==> config.mk <==
export PLATFORM = sky130hd
export DESIGN_NAME = svdd_std_detector
export DESIGN_NICKNAME = d
export VERILOG_FILES = /design/src/rtl/svdd_pkg.sv /design/src/rtl/svdd_meas_if.sv /design/src/rtl/svdd_raster_meter.sv /design/src/rtl/svdd_std_detector.sv
export VERILOG_INCLUDE_DIRS = /design/src /design/src/rtl
export SDC_FILE = /design/constraint.sdc
export NUM_CORES = 1
export LEC_CHECK = 0
export BUFFER_PORTS_ARGS = -buffer_cell sky130_fd_sc_hd__buf_4
export CORE_MARGIN = 1
export CORE_UTILIZATION = 60
export CTS_CLUSTER_SIZE = 16
export DETAILED_ROUTE_END_ITERATION = 8
export HOLD_SLACK_MARGIN = 0.06
export PLACE_DENSITY = 0.78
export SETUP_SLACK_MARGIN = 0.1
export SYNTH_ARGS = -nofsm -noshare
export SYNTH_HDL_FRONTEND = slang
export SYNTH_SLANG_ARGS = --single-unit
==> constraint.sdc <==
create_clock -name REF_CLK_I -period 6.8 [get_ports REF_CLK_I]
set_input_delay 0.34 -clock REF_CLK_I [delete_from_list [all_inputs] [get_ports REF_CLK_I]]
set_output_delay 0.34 -clock REF_CLK_I [all_outputs]
set_load 0.005 [all_outputs]
==> src/rtl/svdd_defines.svh <==
`ifndef SVDD_DEFINES_SVH
`define SVDD_DEFINES_SVH

// Host register offsets, one 16-bit word each.
`define SVDD_OFS_STATUS 8'h04
`define SVDD_OFS_ACT_WORDS 8'h0e
`define SVDD_OFS_TOT_WORDS 8'h0f
`define SVDD_OFS_TOT_LINES 8'h10
`define SVDD_OFS_FLD_LINES 8'h11

// Status word field positions.
`define SVDD_STD_MSB 14
`define SVDD_STD_LSB 10
`define SVDD_LOCK_BIT 8
`define SVDD_FMT_MSB 3
`define SVDD_FMT_LSB 0

// Reset values.
`define SVDD_STATUS_RST 16'h000f
`define SVDD_WORDS_RST 12'h000
`define SVDD_LINES_RST 11'h000

// Raster figures used by the classifier.
`define SVDD_TOT_525 12'h6b4
`define SVDD_TOT_625 12'h6c0
`define SVDD_ACT_1440 12'h5a0
`define SVDD_LINES_525 11'h20d
`define SVDD_LINES_625 11'h271
`define SVDD_ACT_487 11'h1e7
`define SVDD_ACT_507 11'h1fb

// Line timing: reference word length and the update line.
`define SVDD_TRS_LEN 12'h004
`define SVDD_UPDATE_LINE 11'h00c
`define SVDD_FIRST_LINE 11'h001

`endif

==> src/rtl/svdd_pkg.sv <==
package svdd_pkg;

  // Detected standard codes.
  typedef enum logic [4:0] {
    SVDD_STD_NONE = 5'h00,
    SVDD_STD_525_487 = 5'h16,
    SVDD_STD_525_507 = 5'h17,
    SVDD_STD_625_1440 = 5'h18,
    SVDD_STD_525_487_GEN = 5'h19,
    SVDD_STD_625_GEN = 5'h1a,
    SVDD_STD_525_507_GEN = 5'h1b,
    SVDD_STD_UNKNOWN = 5'h1e
  } svdd_std_t;

  // Data format codes; 8h to Eh are never produced.
  typedef enum logic [3:0] {
    SVDD_FMT_TAPE_NOECC = 4'h0,
    SVDD_FMT_TAPE_ECC = 4'h1,
    SVDD_FMT_TAPE_B = 4'h2,
    SVDD_FMT_CONTENT_PKG = 4'h3,
    SVDD_FMT_FIXED_BLK = 4'h4,
    SVDD_FMT_VAR_BLK = 4'h5,
    SVDD_FMT_SDI = 4'h6,
    SVDD_FMT_ASI = 4'h7,
    SVDD_FMT_UNKNOWN = 4'hf
  } svdd_fmt_t;

  typedef logic [11:0] svdd_words_t;
  typedef logic [10:0] svdd_lines_t;

endpackage

==> src/rtl/svdd_meas_if.sv <==
interface svdd_meas_if;
  import svdd_pkg::*;

  // One-cycle pulse at the end of line 12 plus the measured raster.
  logic upd;
  svdd_words_t act_words;
  svdd_words_t tot_words;
  svdd_lines_t tot_lines;
  svdd_lines_t fld_act_lines;
  svdd_lines_t frm_act_lines;

  modport meter (output upd, act_words, tot_words, tot_lines,
    fld_act_lines, frm_act_lines);
  modport core (input upd, act_words, tot_words, tot_lines,
    fld_act_lines, frm_act_lines);
endinterface

==> src/rtl/svdd_raster_meter.sv <==
`include "svdd_defines.svh"

module svdd_raster_meter
  import svdd_pkg::*;
(
  input wire logic clk_i,
  input wire logic rst_i,
  input wire logic trs_valid_i,
  input wire logic trs_eav_i,
  input wire logic trs_f_i,
  input wire logic trs_v_i,
  svdd_meas_if.meter meas
);

  svdd_words_t word_cnt_reg, act_cnt_reg, tot_words_reg, act_words_reg;
  svdd_lines_t line_cnt_reg, frm_cnt_reg, fld_cnt_reg;
  svdd_lines_t tot_lines_reg, frm_act_reg, fld_act_reg;
  logic f_prev_reg, upd_reg;

  // Reference word decode; a frame starts where F falls to zero.
  wire eav = trs_valid_i & trs_eav_i;
  wire sav = trs_valid_i & ~trs_eav_i;
  wire frame_start = eav & f_prev_reg & ~trs_f_i;
  wire act_line = ~trs_v_i;
  wire fld1_act = ~trs_v_i & ~trs_f_i;

  // Words are counted from each EAV, active words from each SAV.
  wire svdd_words_t word_cnt_next = eav ? `SVDD_WORDS_RST
    : word_cnt_reg + 12'h001;
  wire svdd_words_t act_cnt_next = sav ? `SVDD_WORDS_RST
    : act_cnt_reg + 12'h001;
  wire svdd_lines_t line_cnt_next = frame_start ? `SVDD_FIRST_LINE
    : eav ? line_cnt_reg + 11'h001 : line_cnt_reg;
  wire svdd_lines_t frm_cnt_next = frame_start ? {10'h000, act_line}
    : (eav & act_line) ? frm_cnt_reg + 11'h001 : frm_cnt_reg;
  wire svdd_lines_t fld_cnt_next = frame_start ? {10'h000, fld1_act}
    : (eav & fld1_act) ? fld_cnt_reg + 11'h001 : fld_cnt_reg;

  // Counters and the per-line captures; the four SAV reference words are excluded.
  always_ff @(posedge clk_i or posedge rst_i) begin
    if (rst_i) begin
      word_cnt_reg <= `SVDD_WORDS_RST;
      act_cnt_reg <= `SVDD_WORDS_RST;
      tot_words_reg <= `SVDD_WORDS_RST;
      act_words_reg <= `SVDD_WORDS_RST;
      line_cnt_reg <= `SVDD_LINES_RST;
      frm_cnt_reg <= `SVDD_LINES_RST;
      fld_cnt_reg <= `SVDD_LINES_RST;
      f_prev_reg <= 1'b0;
    end else begin
      word_cnt_reg <= word_cnt_next;
      act_cnt_reg <= act_cnt_next;
      line_cnt_reg <= line_cnt_next;
      frm_cnt_reg <= frm_cnt_next;
      fld_cnt_reg <= fld_cnt_next;
      if (trs_valid_i) f_prev_reg <= trs_f_i;
      if (eav) begin
        tot_words_reg <= word_cnt_reg + 12'h001;
        // The SAV word itself counts as zero, so one is added back.
        act_words_reg <= act_cnt_reg + 12'h001 - `SVDD_TRS_LEN;
      end
    end
  end

  // Frame totals are captured at the frame boundary, then published
  // at the end of line 12 so that every field is complete.
  always_ff @(posedge clk_i or posedge rst_i) begin
    if (rst_i) begin
      tot_lines_reg <= `SVDD_LINES_RST;
      frm_act_reg <= `SVDD_LINES_RST;
      fld_act_reg <= `SVDD_LINES_RST;
      upd_reg <= 1'b0;
    end else begin
      if (frame_start) begin
        tot_lines_reg <= line_cnt_reg;
        frm_act_reg <= frm_cnt_reg;
        fld_act_reg <= fld_cnt_reg;
      end
      upd_reg <= eav && (line_cnt_reg == `SVDD_UPDATE_LINE);
    end
  end

  assign meas.upd = upd_reg;
  assign meas.act_words = act_words_reg;
  assign meas.tot_words = tot_words_reg;
  assign meas.tot_lines = tot_lines_reg;
  assign meas.fld_act_lines = fld_act_reg;
  assign meas.frm_act_lines = frm_act_reg;

endmodule // svdd_raster_meter

==> src/rtl/svdd_std_detector.sv <==
`include "svdd_defines.svh"

module svdd_std_detector
  import svdd_pkg::*;
(
  input wire logic REF_CLK_I,
  input wire logic RST_I,
  input wire logic TRS_VALID_I,
  input wire logic TRS_EAV_I,
  input wire logic TRS_F_I,
  input wire logic TRS_V_I,
  input wire logic LOCKED_I,
  input wire logic VIDEO_PROCESSING_BYPASS_N_I,
  input wire logic DATA_THROUGH_I,
  input wire logic FLYWHEEL_FULL_SYNC_I,
  input wire logic SIGNAL_PRESENT_I,
  input wire logic ASI_MODE_I,
  input wire logic SDTI_VALID_I,
  input wire logic [2:0] SDTI_FORMAT_I,
  input wire logic [7:0] HOST_ADDR_I,
  input wire logic HOST_RD_I,
  input wire logic HOST_WR_I,
  output logic [15:0] HOST_RDATA_O,
  output logic HOST_RVALID_O,
  output logic PAYLOAD_ID_CLEAR_O
);

  // Classify a measured raster; only timing enters the decision.
  function automatic svdd_std_t classify(
    input svdd_words_t tot_w,
    input svdd_words_t act_w,
    input svdd_lines_t tot_l,
    input svdd_lines_t act_l
  );
    logic wide;
    wide = (act_w == `SVDD_ACT_1440);
    classify = SVDD_STD_UNKNOWN;
    if (tot_w == `SVDD_TOT_525 && tot_l == `SVDD_LINES_525) begin
      if (act_l == `SVDD_ACT_487) begin
        classify = wide ? SVDD_STD_525_487 : SVDD_STD_525_487_GEN;
      end else if (act_l == `SVDD_ACT_507) begin
        classify = wide ? SVDD_STD_525_507 : SVDD_STD_525_507_GEN;
      end
    end else if (tot_w == `SVDD_TOT_625 && tot_l == `SVDD_LINES_625) begin
      classify = wide ? SVDD_STD_625_1440 : SVDD_STD_625_GEN;
    end
  endfunction

  // Map the receiver mode and any SDTI header type to a format code.
  // An SDTI type outside 0 to 5 falls back to unknown, so that no
  // reserved code can ever reach the host.
  function automatic svdd_fmt_t format_of(
    input logic asi,
    input logic sdti,
    input logic [2:0] kind
  );
    format_of = SVDD_FMT_SDI;
    if (asi) begin
      format_of = SVDD_FMT_ASI;
    end else if (sdti) begin
      case (kind)
        3'h0: format_of = SVDD_FMT_TAPE_NOECC;
        3'h1: format_of = SVDD_FMT_TAPE_ECC;
        3'h2: format_of = SVDD_FMT_TAPE_B;
        3'h3: format_of = SVDD_FMT_CONTENT_PKG;
        3'h4: format_of = SVDD_FMT_FIXED_BLK;
        3'h5: format_of = SVDD_FMT_VAR_BLK;
        default: format_of = SVDD_FMT_UNKNOWN;
      endcase
    end
  endfunction

  svdd_meas_if meas ();

  // The raster meter works from reference word timing only.
  svdd_raster_meter u_meter (
    .clk_i(REF_CLK_I),
    .rst_i(RST_I),
    .trs_valid_i(TRS_VALID_I),
    .trs_eav_i(TRS_EAV_I),
    .trs_f_i(TRS_F_I),
    .trs_v_i(TRS_V_I),
    .meas(meas)
  );

  svdd_words_t act_words_reg, tot_words_reg;
  svdd_lines_t tot_lines_reg, fld_lines_reg;
  svdd_std_t std_code_reg;
  logic sync_lock_reg;
  svdd_fmt_t fmt_reg;
  logic [15:0] rdata_reg;
  logic rvalid_reg;
  logic pid_clear_reg;

  // Loss of lock or a low bypass pin blanks the standard.
  wire std_blank = ~LOCKED_I | ~VIDEO_PROCESSING_BYPASS_N_I;
  wire fmt_blank = ~LOCKED_I | DATA_THROUGH_I;

  // Next values of the status fields.
  wire svdd_std_t std_code_next = std_blank ? SVDD_STD_NONE
    : meas.upd ? classify(meas.tot_words, meas.act_words,
                          meas.tot_lines, meas.frm_act_lines)
    : std_code_reg;
  wire sync_lock_next = SIGNAL_PRESENT_I ? FLYWHEEL_FULL_SYNC_I
    : sync_lock_reg;
  wire svdd_fmt_t fmt_next = fmt_blank ? SVDD_FMT_UNKNOWN
    : format_of(ASI_MODE_I, SDTI_VALID_I, SDTI_FORMAT_I);

  // Status word layout; unused bits read as zero.
  wire [15:0] status_word = {1'b0, std_code_reg, 1'b0,
    sync_lock_reg, 4'h0, fmt_reg};

  // Read decode; an unmapped offset returns zero.
  wire [15:0] rd_word =
    (HOST_ADDR_I == `SVDD_OFS_STATUS) ? status_word
    : (HOST_ADDR_I == `SVDD_OFS_ACT_WORDS) ? {4'h0, act_words_reg}
    : (HOST_ADDR_I == `SVDD_OFS_TOT_WORDS) ? {4'h0, tot_words_reg}
    : (HOST_ADDR_I == `SVDD_OFS_TOT_LINES) ? {5'h00, tot_lines_reg}
    : (HOST_ADDR_I == `SVDD_OFS_FLD_LINES) ? {5'h00, fld_lines_reg}
    : 16'h0000;

  // Raster registers load only on the end-of-line-12 pulse.
  always_ff @(posedge REF_CLK_I or posedge RST_I) begin
    if (RST_I) begin
      act_words_reg <= `SVDD_WORDS_RST;
      tot_words_reg <= `SVDD_WORDS_RST;
      tot_lines_reg <= `SVDD_LINES_RST;
      fld_lines_reg <= `SVDD_LINES_RST;
    end else if (meas.upd) begin
      act_words_reg <= meas.act_words;
      tot_words_reg <= meas.tot_words;
      tot_lines_reg <= meas.tot_lines;
      fld_lines_reg <= meas.fld_act_lines;
    end
  end

  // Status fields; nothing on the host side reaches them, so a write
  // strobe has no path into this state.
  always_ff @(posedge REF_CLK_I or posedge RST_I) begin
    if (RST_I) begin
      std_code_reg <= SVDD_STD_NONE;
      sync_lock_reg <= 1'b0;
      fmt_reg <= SVDD_FMT_UNKNOWN;
      pid_clear_reg <= 1'b1;
    end else begin
      std_code_reg <= std_code_next;
      sync_lock_reg <= sync_lock_next;
      fmt_reg <= fmt_next;
      pid_clear_reg <= std_blank;
    end
  end

  // Read data is held in a register and answered one cycle later.
  always_ff @(posedge REF_CLK_I or posedge RST_I) begin
    if (RST_I) begin
      rdata_reg <= 16'h0000;
      rvalid_reg <= 1'b0;
    end else begin
      rvalid_reg <= HOST_RD_I;
      if (HOST_RD_I) rdata_reg <= rd_word;
    end
  end

  assign HOST_RDATA_O = rdata_reg;
  assign HOST_RVALID_O = rvalid_reg;
  assign PAYLOAD_ID_CLEAR_O = pid_clear_reg;
endmodule // svdd_std_detector

==> results of run 1 <==
power by group:
| part | internal, mW | leakage (nW) | switching (mW) |
|---|---|---|---|
| Sequential | 1.30 | 2.52 | 0.170 |
| Clock | 0.551 | 0.276 | 0.398 |
| Combinational | 0.202 | 1.62 | 0.220 |
cells in the final DEF (no fill, tap or decap), types with 3 or more instances in the layout:
master | netlist | final
clkbuf_1 | 28 | 4
clkbuf_8 | 1 | 5
buf_4 | 1 | 47
nor2_1 | 74 | 73
nand4_1 | 15 | 15
nor3b_1 | 3 | 3
nor4bb_1 | 3 | 3
xnor2_1 | 16 | 16
xor2_1 | 31 | 31
nor3_1 | 5 | 5
nand2_1 | 162 | 162
o21ai_0 | 28 | 28
a211o_1 | 3 | 3
nor3_2 | 3 | 3
a22oi_1 | 11 | 11
and4_1 | 5 | 5
a222oi_1 | 6 | 6
nand3_1 | 27 | 27
nand2b_1 | 5 | 5
nand4b_1 | 3 | 3
o211ai_1 | 4 | 4
dfstp_2 | 5 | 5
or3_1 | 4 | 4
ha_1 | 7 | 7
or4_1 | 5 | 5
clkbuf_16 | 0 | 17
a21oi_1 | 17 | 17
a31oi_1 | 12 | 12
dfrtp_1 | 184 | 183
mux2_2 | 55 | 55
and3_1 | 6 | 6
nor4_1 | 7 | 7
inv_1 | 14 | 13
o31ai_1 | 5 | 5
and2_1 | 6 | 6
cells in the mapped netlist, types with 6 or more instances:
library cell / instances
and2_1: 6
a21oi_1: 17
nand4_1: 15
nor4_1: 7
xor2_1: 31
o21ai_0: 28
clkbuf_1: 28
and3_1: 6
nand2_1: 162
ha_1: 7
a222oi_1: 6
nand3_1: 27
xnor2_1: 16
dfrtp_1: 184
nor2_1: 74
a22oi_1: 11
mux2_2: 55
inv_1: 14
a31oi_1: 12
layout make-up:
cell class                 count  area share
timing repair buffer          47      0.0371
clock buffer                  26      0.0536
sequential                   189       0.498
clock inverter                 5     0.00592
multi-input combinational    568       0.375
inverter                      14     0.00606
tap                          180      0.0237
stage by stage:
step	hold slack, ns	setup slack, ns	power [mW]
detailed placement	0.464	4.33	1.90
CTS	0.125	4.42	2.85
floorplan	0.371	1.33	1.76
finish	0.103	4.38	2.84
global placement	0.451	4.36	1.87
global route	0.127	4.28	2.98
worst min path at each step:
stage | startpoint | endpoint | cells past startpoint
detailed placement | u_meter.meas.fld_act_lines[2] | u_meter.meas.fld_act_lines[2] | 2
global placement | u_meter.meas.frm_act_lines[8] | u_meter.meas.frm_act_lines[8] | 2
finish | RST_I | u_meter.act_cnt_reg[8] | 2
floorplan | HOST_RD_I | HOST_RVALID_O | 0
CTS | TRS_V_I | u_meter.frm_cnt_reg[0] | 2
global route | SDTI_FORMAT_I[2] | fmt_reg[2] | 2
routing by layer:
metal,GRT usage,up-vias
met5,0,-
li1,-,2870
met2,0.408,159
met3,0.0564,34
met1,0.365,3069
met4,0.103,0
kinds of logic (layout without fill, tap and decap cells):
kind of cell | Yosys count | after routing | share of synthesized area
simple gates | 354 | 354 | 0.199
compound gates | 103 | 103 | 0.0852
flops | 189 | 189 | 0.554
other cells | 1 | 1 | 0.000439
xor+xnor | 47 | 47 | 0.0482
buf+inv | 52 | 92 | 0.0294
mux | 56 | 56 | 0.0736
fa+ha+maj | 7 | 7 | 0.0102
critical path: cells and delay by family, from the launching register on:
kind | cells | cell delay, ns
AOI/OAI and AO/OA | 4 | 1.00
DFF | 1 | 0.46
adders and majority gates | 1 | 0.42
and+or+nand+nor | 1 | 0.41
==> impl_metrics.yaml, run 1 <==
critical_path:
  path_max_fanout: 10
  cp-startpoint: "u_meter.act_cnt_reg[0]"
  r2r_start: "u_meter.act_cnt_reg[0]"
  timing.rr.end: "u_meter.meas.act_words[9]"
  worstPathCellList: "ha_1, a21boi_1, a21oi_1, o32a_1, or3_1, a221o_1"
  required_ns: 7.12
  worst_setup_path_start_kind: "flop"
  crit_type: "flop to flop"
  crit_slowest_cell: "dfrtp_1"
  endpoint_kind: "flop"
  reg2regPathDepth: 6
  cp-endpoint: "u_meter.meas.act_words[9]"
  cpPeakStageDelay_ns: 0.46
  cp.arrival_ns: 2.74
  r2r_slack_ns: 4.38
routing:
  drtPass1Iterations: 6
  route.vias.total: 6132
  wirelength_um: 17900
  met1_length_um: 8190
  drtIter0Drc: 570
  drc_errors: 0
  drtAntennaViolNets: 0
  dr_wl_met2_um: 8550
  wl_met3_um: 702
  wire_per_inst_um: 17.4
  routed.top_layer: "met4"
  viasPerCell: 5.96
layout:
  drive_gt1_frac: 0.185
  multi_input_area_um2: 3570
  largest_reg_flops: 15
  utilization: 0.685
  diodes: 0
  seqCellArea_um2: 4740
  area_growth_pct: 11.2
  nets: 870
  nFillCells: 1043
  finalInstanceArea_um2: 9510
  final_cells: 1029
pwr:
  p_leak_nw: 4.42
  irDropWorstVdd_mv: 0.201
  power.density_nw_per_um2: 299
die:
  ios: 44
  fp.dieW_um: 121
  rows: 43
  die_area_um2: 14700
  coreArea_um2: 13900
  die_h_um: 121
  initial_core_util: 0.616
logic_synthesis:
  synth_top_area_share: 0.539
  synth.ff_latch_count: 189
  synth_area_leaders: "dfrtp_1, mux2_2, nand2_1, nor2_1, xor2_1"
  synth-main-ff-cell: "dfrtp_1"
  ys_types: 68
  async_flop_share: 1.00
  synth.largest_area_cell: "dfrtp_1"
  syn_avg_cell_area_um2: 10.6
  yosysSeqAreaShare: 0.554
  synth_area_um2: 8550
  yosysWarnings: 0
  synth_edf_count: 0
  synth_cells: 809
  synth.net_count: 842
sta:
  rsz0062_at_grt: "no"
  period_needed_ns: 2.42
  slew_violations: 0
  max_freq_mhz: 413
  tns_ns: 0
  finalSetupViolations: 0
  post-route-period-util: 0.356
  clock_skew_ns: 0.00734
  slew_headroom: 0.204
  finalHoldViolCount: 0
  worst_pin_slew_ns: 1.19
grt:
  grt_remaining_overflow: 0
  grt_max_degree: 105
  antenna_found_initial: 0
  grt.total_usage: 0.264
  first_global_vias: 5836
  grt_pass1_wl_um: 29600
outcome:
  status: "complete, no violations"
placement:
  hpwl_um: 12100
  io_buffers: 41
  dp.cells: 998
  dpl_cell_area_um2: 8940
  gp_congestion: 0.824
cts:
  hold_buffers: 0
  cts.sinks: 189
  htree_levels: 4
  path_clk_slew_ns: 0.07
  cts_inserted_buffers: 17
  post_cts.repair.setup_buffers: 0
  clockBufferDepth: 2
  cts_resized: 0
  cts-root-buf: "clkbuf_16"
  cts_tree: "done"
  clk_latency_ns: 0.43
hold_path:
  hold_class: "primary input to async pin"
flow_run:
  timing.max_cap.violations: 0
Note: power is estimated with default switching activity, not from simulation.
==> run 2, diff against run 1 <==
==> constraint.sdc (replaced) <==
create_clock -name REF_CLK_I -period 2.4 [get_ports REF_CLK_I]
set_input_delay 0.12 -clock REF_CLK_I [delete_from_list [all_inputs] [get_ports REF_CLK_I]]
set_output_delay 0.12 -clock REF_CLK_I [all_outputs]
set_load 0.005 [all_outputs]
==> run 2 against run 1 <==
Combinational power rose to 3.3 times the previous value. Fmax grew 9.1%. Non-clock buffer count rose by 33. Via count is 3.1% higher. Largest power group unchanged.
==> impl_metrics.yaml, run 2 (synthesis gave the netlist of run 1 again) <==
outcome:
  status: "complete, no violations"
grt:
  grt_util_met1: 0.368
  grt_util_met3: 0.0564
  grt_remaining_overflow: 0
  met2_usage: 0.447
  antenna_found_initial: 0
  first_global_vias: 6234
  grt_pass1_wl_um: 31100
  grt-busiest-layer: "met2"
  grt_max_degree: 111
  grt.total_usage: 0.278
placement:
  dp.cells: 1010
  hpwl_um: 12900
  io_buffers: 41
  gp_congestion: 0.875
routing:
  route.vias.total: 6322
  drc_errors: 0
  drtAntennaViolNets: 0
  wirelength_um: 19000
  viasPerCell: 5.95
  drtPass1Iterations: 6
  wire_per_inst_um: 17.9
  drtIter0Drc: 467
critical_path:
  crit_type: "flop to flop"
  cp_top_family: "simple AND/OR/NAND/NOR gates"
  crit_slowest_cell: "or4_1"
  reg2regPathDepth: 7
  crit_buf_inv: 1
  cp.arrival_ns: 2.59
  path_max_fanout: 6
  cp_num_cells: 7
  cpPeakStageDelay_ns: 0.55
  r2r_slack_ns: 0.18
  worst_setup_path_start_kind: "flop"
  required_ns: 2.77
  worstPathCellList: "buf_4, and3_2, xnor2_2, ha_2, nand4_1, or4_1, nand3_1"
  endpoint_kind: "flop"
sta:
  finalHoldViolCount: 0
  slew_violations: 0
  clock_skew_ns: 0.00782
  worst_pin_slew_ns: 0.771
  rsz0062_at_grt: "yes"
  post-route-period-util: 0.924
  finalSetupViolations: 0
  slew_headroom: 0.485
  max_freq_mhz: 451
  worst_hold_slack_ns: 0.112
  period_needed_ns: 2.22
pwr:
  finalPower_mw: 8.47
  p_leak_nw: 4.58
  power.density_nw_per_um2: 854
  irDropWorstVdd_mv: 0.567
cts:
  cts.sinks: 189
  cts-root-buf: "clkbuf_16"
  clk_latency_ns: 0.43
  cts_inserted_buffers: 17
  cts_tree: "done"
  htree_levels: 4
  path_clk_slew_ns: 0.07
  clockBufferDepth: 2
die:
  fp.dieW_um: 121
  rows: 43
  coreArea_um2: 13900
  die_h_um: 121
  die_area_um2: 14700
  initial_core_util: 0.616
  ios: 44
hold_path:
  hold_class: "primary input to flop"
  min_path_cells: 3
layout:
  final_cells: 1062
  area_growth_pct: 16.1
  final_common_cell: "dfrtp_1"
  nFillCells: 967
  final_cell_mix: "dfrtp_1, nand2_1, nor2_1"
  diodes: 0
  drive_gt1_frac: 0.205
  nets: 903
  largest_reg_flops: 15
flow_run:
  timing.max_cap.violations: 0
run 2: layout make-up:
class / count / area (um^2) / share of cell area
clock buffers: 20 / 457 / 0.0460
clock inverters: 11 / 158 / 0.0159
inverters: 14 / 56.3 / 0.00568
multi-input cells: 568 / 3600 / 0.363
flip-flops and latches: 189 / 4740 / 0.478
well taps: 180 / 225 / 0.0227
repair buffers: 80 / 683 / 0.0689
run 2: what timing repair did:
item                                    CTS  global route
resized for setup                         3             4
setup buffers                             3             0
pin swaps                                 0             1
endpoints found under the setup margin    2             2
hold buffers                             18             0
hold endpoints to repair                 84             0
run 2: path summary, 6_finish.rpt:
check	from	endpoint
min in group asynchronous	RST_I	act_words_reg[3]
hold / removal	LOCKED_I	std_code_reg[4]
hold reg to reg	u_meter.meas.frm_act_lines[5]	u_meter.meas.frm_act_lines[5]
setup reg to reg	u_meter.act_cnt_reg[0]	u_meter.meas.act_words[8]
max in group asynchronous	RST_I	u_meter.frm_cnt_reg[4]
setup / recovery	u_meter.act_cnt_reg[0]	u_meter.meas.act_words[8]
run 2: report_power, final:
part,switching (mW),internal [mW]
sequential,0.511,3.68
combinational,0.681,0.705
clock,1.19,1.70
run 2: metal layers:
metal  part of all wire  up-vias
li1                   -     2933
met1               0.43     3146
met2               0.49      205
met3              0.047       38
met4              0.027        0
met5                  0        -
run 2: worst min-delay path, stage by stage:
cell	delay, ns
buf_4	0.08
nand2_1	0.16
nor2_1	0.14
run 2: through the flow:
stage          setup TNS [ns]  setup slack (ns)  utilization  area [um^2]
2_1_floorplan          -27.67            -0.150            -         8550
3_3_place_gp                0             0.231        0.653         9070
3_5_place_dp                0             0.125        0.653         9070
4_1_cts                     0             0.169        0.713         9890
5_1_grt                     0            0.0801        0.715         9920
6_report                    0             0.182        0.715         9920
==> run 3, diff against run 2 <==
--- a/config.mk
+++ b/config.mk
@@ -6,6 +6,7 @@
 export SDC_FILE = /design/constraint.sdc
 export NUM_CORES = 1
 export LEC_CHECK = 0
+export ABC_AREA = 1
 export BUFFER_PORTS_ARGS = -buffer_cell sky130_fd_sc_hd__buf_4
 export CORE_MARGIN = 1
 export CORE_UTILIZATION = 60
==> constraint.sdc (replaced) <==
create_clock -name REF_CLK_I -period 2.4 [get_ports REF_CLK_I]
set_input_delay 0.24 -clock REF_CLK_I [delete_from_list [all_inputs] [get_ports REF_CLK_I]]
set_output_delay 0.24 -clock REF_CLK_I [all_outputs]
set_load 0.005 [all_outputs]
==> run 3 against run 2 <==
Utilization fell by 0.80 points. Sequential power fell by 3%. Total power fell by 6.3%. First-iteration DRC count fell by 6.2%. Critical path depth rose by 3. Global-route usage fell by 0.80 points. Flip-flop and latch count did not move. Non-clock buffer count fell by 14. Die area rose by 1.0%. Clock-buffer cell count fell by 2. Via count rose by 8.3%. Critical endpoint unchanged. Largest cell class unchanged. Largest power group unchanged.
==> impl_metrics.yaml, run 3 <==
outcome:
  status: "complete, no violations"
sta:
  finalHoldViolCount: 0
  slew_headroom: 0.425
  worst_hold_slack_ns: 0.0829
  post-route-period-util: 0.852
  finalSetupViolations: 0
  rsz0062_at_grt: "no"
  clock_skew_ns: 0.00917
  worst_pin_slew_ns: 0.859
  max_freq_mhz: 489
  period_needed_ns: 2.05
  layout_setup_ws_ns: 0.354
  slew_violations: 0
routing:
  wire_per_inst_um: 14.5
  drtPass1Iterations: 4
  route.vias.total: 6847
  drc_errors: 0
  routed.top_layer: "met4"
  drtAntennaViolNets: 0
  wirelength_um: 18400
  viasPerCell: 5.38
  met1_length_um: 8510
  dr_wl_met2_um: 8870
  wl_met3_um: 683
  drtIter0Drc: 438
layout:
  nets: 1112
  seqCellArea_um2: 4740
  diodes: 0
  nFillCells: 1089
  multi_input_area_um2: 3320
  final_cell_mix: "nand2_1, dfrtp_1, o21ai_0"
  largest_reg_flops: 15
  final_common_cell: "nand2_1"
  finalInstanceArea_um2: 9850
  drive_gt1_frac: 0.114
  area_growth_pct: 14.0
cts:
  cts_inserted_buffers: 17
  clockBufferDepth: 2
  cts-root-buf: "clkbuf_16"
  htree_levels: 4
  cts_tree: "done"
  cts.sinks: 189
  clk_latency_ns: 0.43
  path_clk_slew_ns: 0.07
grt:
  antenna_found_initial: 0
  first_global_vias: 6368
  grt_pass1_wl_um: 30500
  grt_remaining_overflow: 0
  grt_max_degree: 70
  grt.total_usage: 0.270
pwr:
  power.density_nw_per_um2: 806
  finalPower_mw: 7.94
  p_leak_nw: 4.65
  irDropWorstVdd_mv: 0.568
logic_synthesis:
  synth.net_count: 1060
  yosys.area_share.adder: 0.0101
  yosys.area_share.simple: 0.261
  yosysMostFrequentCell: "nand2_1"
  async_flop_share: 1.00
  synth_area_um2: 8640
  synth.ff_latch_count: 189
  syn_avg_cell_area_um2: 8.41
  ys_types: 42
  synthMuxAreaShare: 0
  synth_common_cells: "nand2_1, dfrtp_1, o21ai_0"
  yosysWarnings: 0
  synth_cells: 1027
  synth.largest_area_cell: "dfrtp_1"
  synth_top_family_by_area: "simple AND/OR/NAND/NOR gates"
  synth_edf_count: 0
  synth-compound-area-share: 0.0994
  synth_top_area_share: 0.533
  synth-main-ff-cell: "dfrtp_1"
  synth_xor_area_frac: 0.0132
  yosysSeqAreaShare: 0.548
  synth_area_leaders: "dfrtp_1, nand2_1, o21ai_0, inv_1, nor2_1"
critical_path:
  cp.arrival_ns: 2.35
  reg2regPathDepth: 10
  crit_buf_inv: 0
  path_max_fanout: 7
  cpPeakStageDelay_ns: 0.45
  crit_top_cell: "nand2_1"
  cp_top_family: "adder cells"
  worstPathCellList: "ha_1, xnor2_1, ha_1, nand3_1, nor2_2, nand2_1, nand2_1, nand2_1, nand2_1, o21ai_1"
  cp_num_cells: 10
  crit_slowest_cell: "dfrtp_1"
  worst_setup_path_start_kind: "flop"
  required_ns: 2.71
  endpoint_kind: "flop"
  crit_type: "flop to flop"
hold_path:
  min_path_cells: 3
  hold_class: "primary input to flop"
placement:
  place_ws_ns: 0.367
  io_buffers: 41
  gp_congestion: 0.852
  dpl_cell_area_um2: 9150
  hpwl_um: 12900
die:
  fp.dieW_um: 122
  coreArea_um2: 13900
  die_h_um: 122
  initial_core_util: 0.620
  ios: 44
  die_area_um2: 14900
  rows: 43
flow_run:
  timing.max_cap.violations: 0
run 3: changes by cell type after synthesis, moves of 8 or more:
| cell | delta |
|---|---|
| xor2_1 | -24 |
| nor3_1 | +19 |
| o21ai_1 | +18 |
| a22oi_1 | -11 |
| inv_1 | +94 |
| nor2_1 | +8 |
| mux2_2 | -55 |
| xnor2_1 | -10 |
| nand2_2 | +9 |
| nand2_1 | +114 |
| o21ai_0 | +85 |
| nand3_1 | +25 |
run 3: what timing repair did:
action,4_1_cts,5_1_grt
buffers inserted,0,0
hold buffers,15,0
hold endpoints to repair,24,0
gates resized for setup,0,0
run 3: worst reg2reg max path, delay by kind of cell (launching register included):
family | cells | cell delay [ns]
AO/OA/AOI/OAI | 1 | 0.06
XOR/XNOR | 1 | 0.31
adder cells (fa/ha/maj) | 2 | 0.58
flip-flops | 1 | 0.45
AND/OR/NAND/NOR | 6 | 0.53
run 3: through the flow:
step | utilization | setup TNS (ns) | std cells
6_report | 0.707 | 0 | 1272
4_1_cts | 0.707 | 0 | 1272
2_1_floorplan | - | -49.75 | 1027
3_3_place_gp | 0.657 | 0 | 1225
5_1_grt | 0.707 | 0 | 1272
3_5_place_dp | 0.657 | 0 | 1225
run 3: cell families (layout without fill, tap and decap cells):
logic type / count (synthesis) / count (layout)
DFF: 189 / 189
and+or+nand+nor: 502 / 502
buffers and inverters: 148 / 213
adders and majority gates: 7 / 7
other: 1 / 1
AOI/OAI and AO/OA: 167 / 167
xor gates and xnor gates: 13 / 13
run 3: cell type report:
class                           count  area share
Timing Repair Buffer               66      0.0592
Tap cell                          180      0.0229
Multi-Input combinational cell    690       0.337
Inverter                          115      0.0443
Clock buffer                       18      0.0436
Clock inverter                     14      0.0121
Sequential cell                   189       0.481
run 3: final timing paths:
path	from	end	slack, ns
max	u_meter.act_cnt_reg[0]	u_meter.meas.act_words[8]	0.35
min in group asynchronous	RST_I	u_meter.meas.tot_words[2]	0.40
max in group asynchronous	RST_I	fmt_reg[1]	1.22
min reg2reg	u_meter.meas.fld_act_lines[0]	fld_lines_reg[0]	0.48
max reg2reg	u_meter.act_cnt_reg[0]	u_meter.meas.act_words[8]	0.35
min	SDTI_VALID_I	fmt_reg[3]	0.08
run 3: layer usage:
metal | GRT usage | vias to the layer above
met5 | 0 | -
met4 | 0.0910 | 0
met3 | 0.0468 | 22
met2 | 0.433 | 153
met1 | 0.372 | 3254
li1 | - | 3418
run 3: where the power goes:
group          internal [mW]  switching [mW]
registers               3.69           0.383
clock network           1.43            1.20
logic                  0.460           0.777
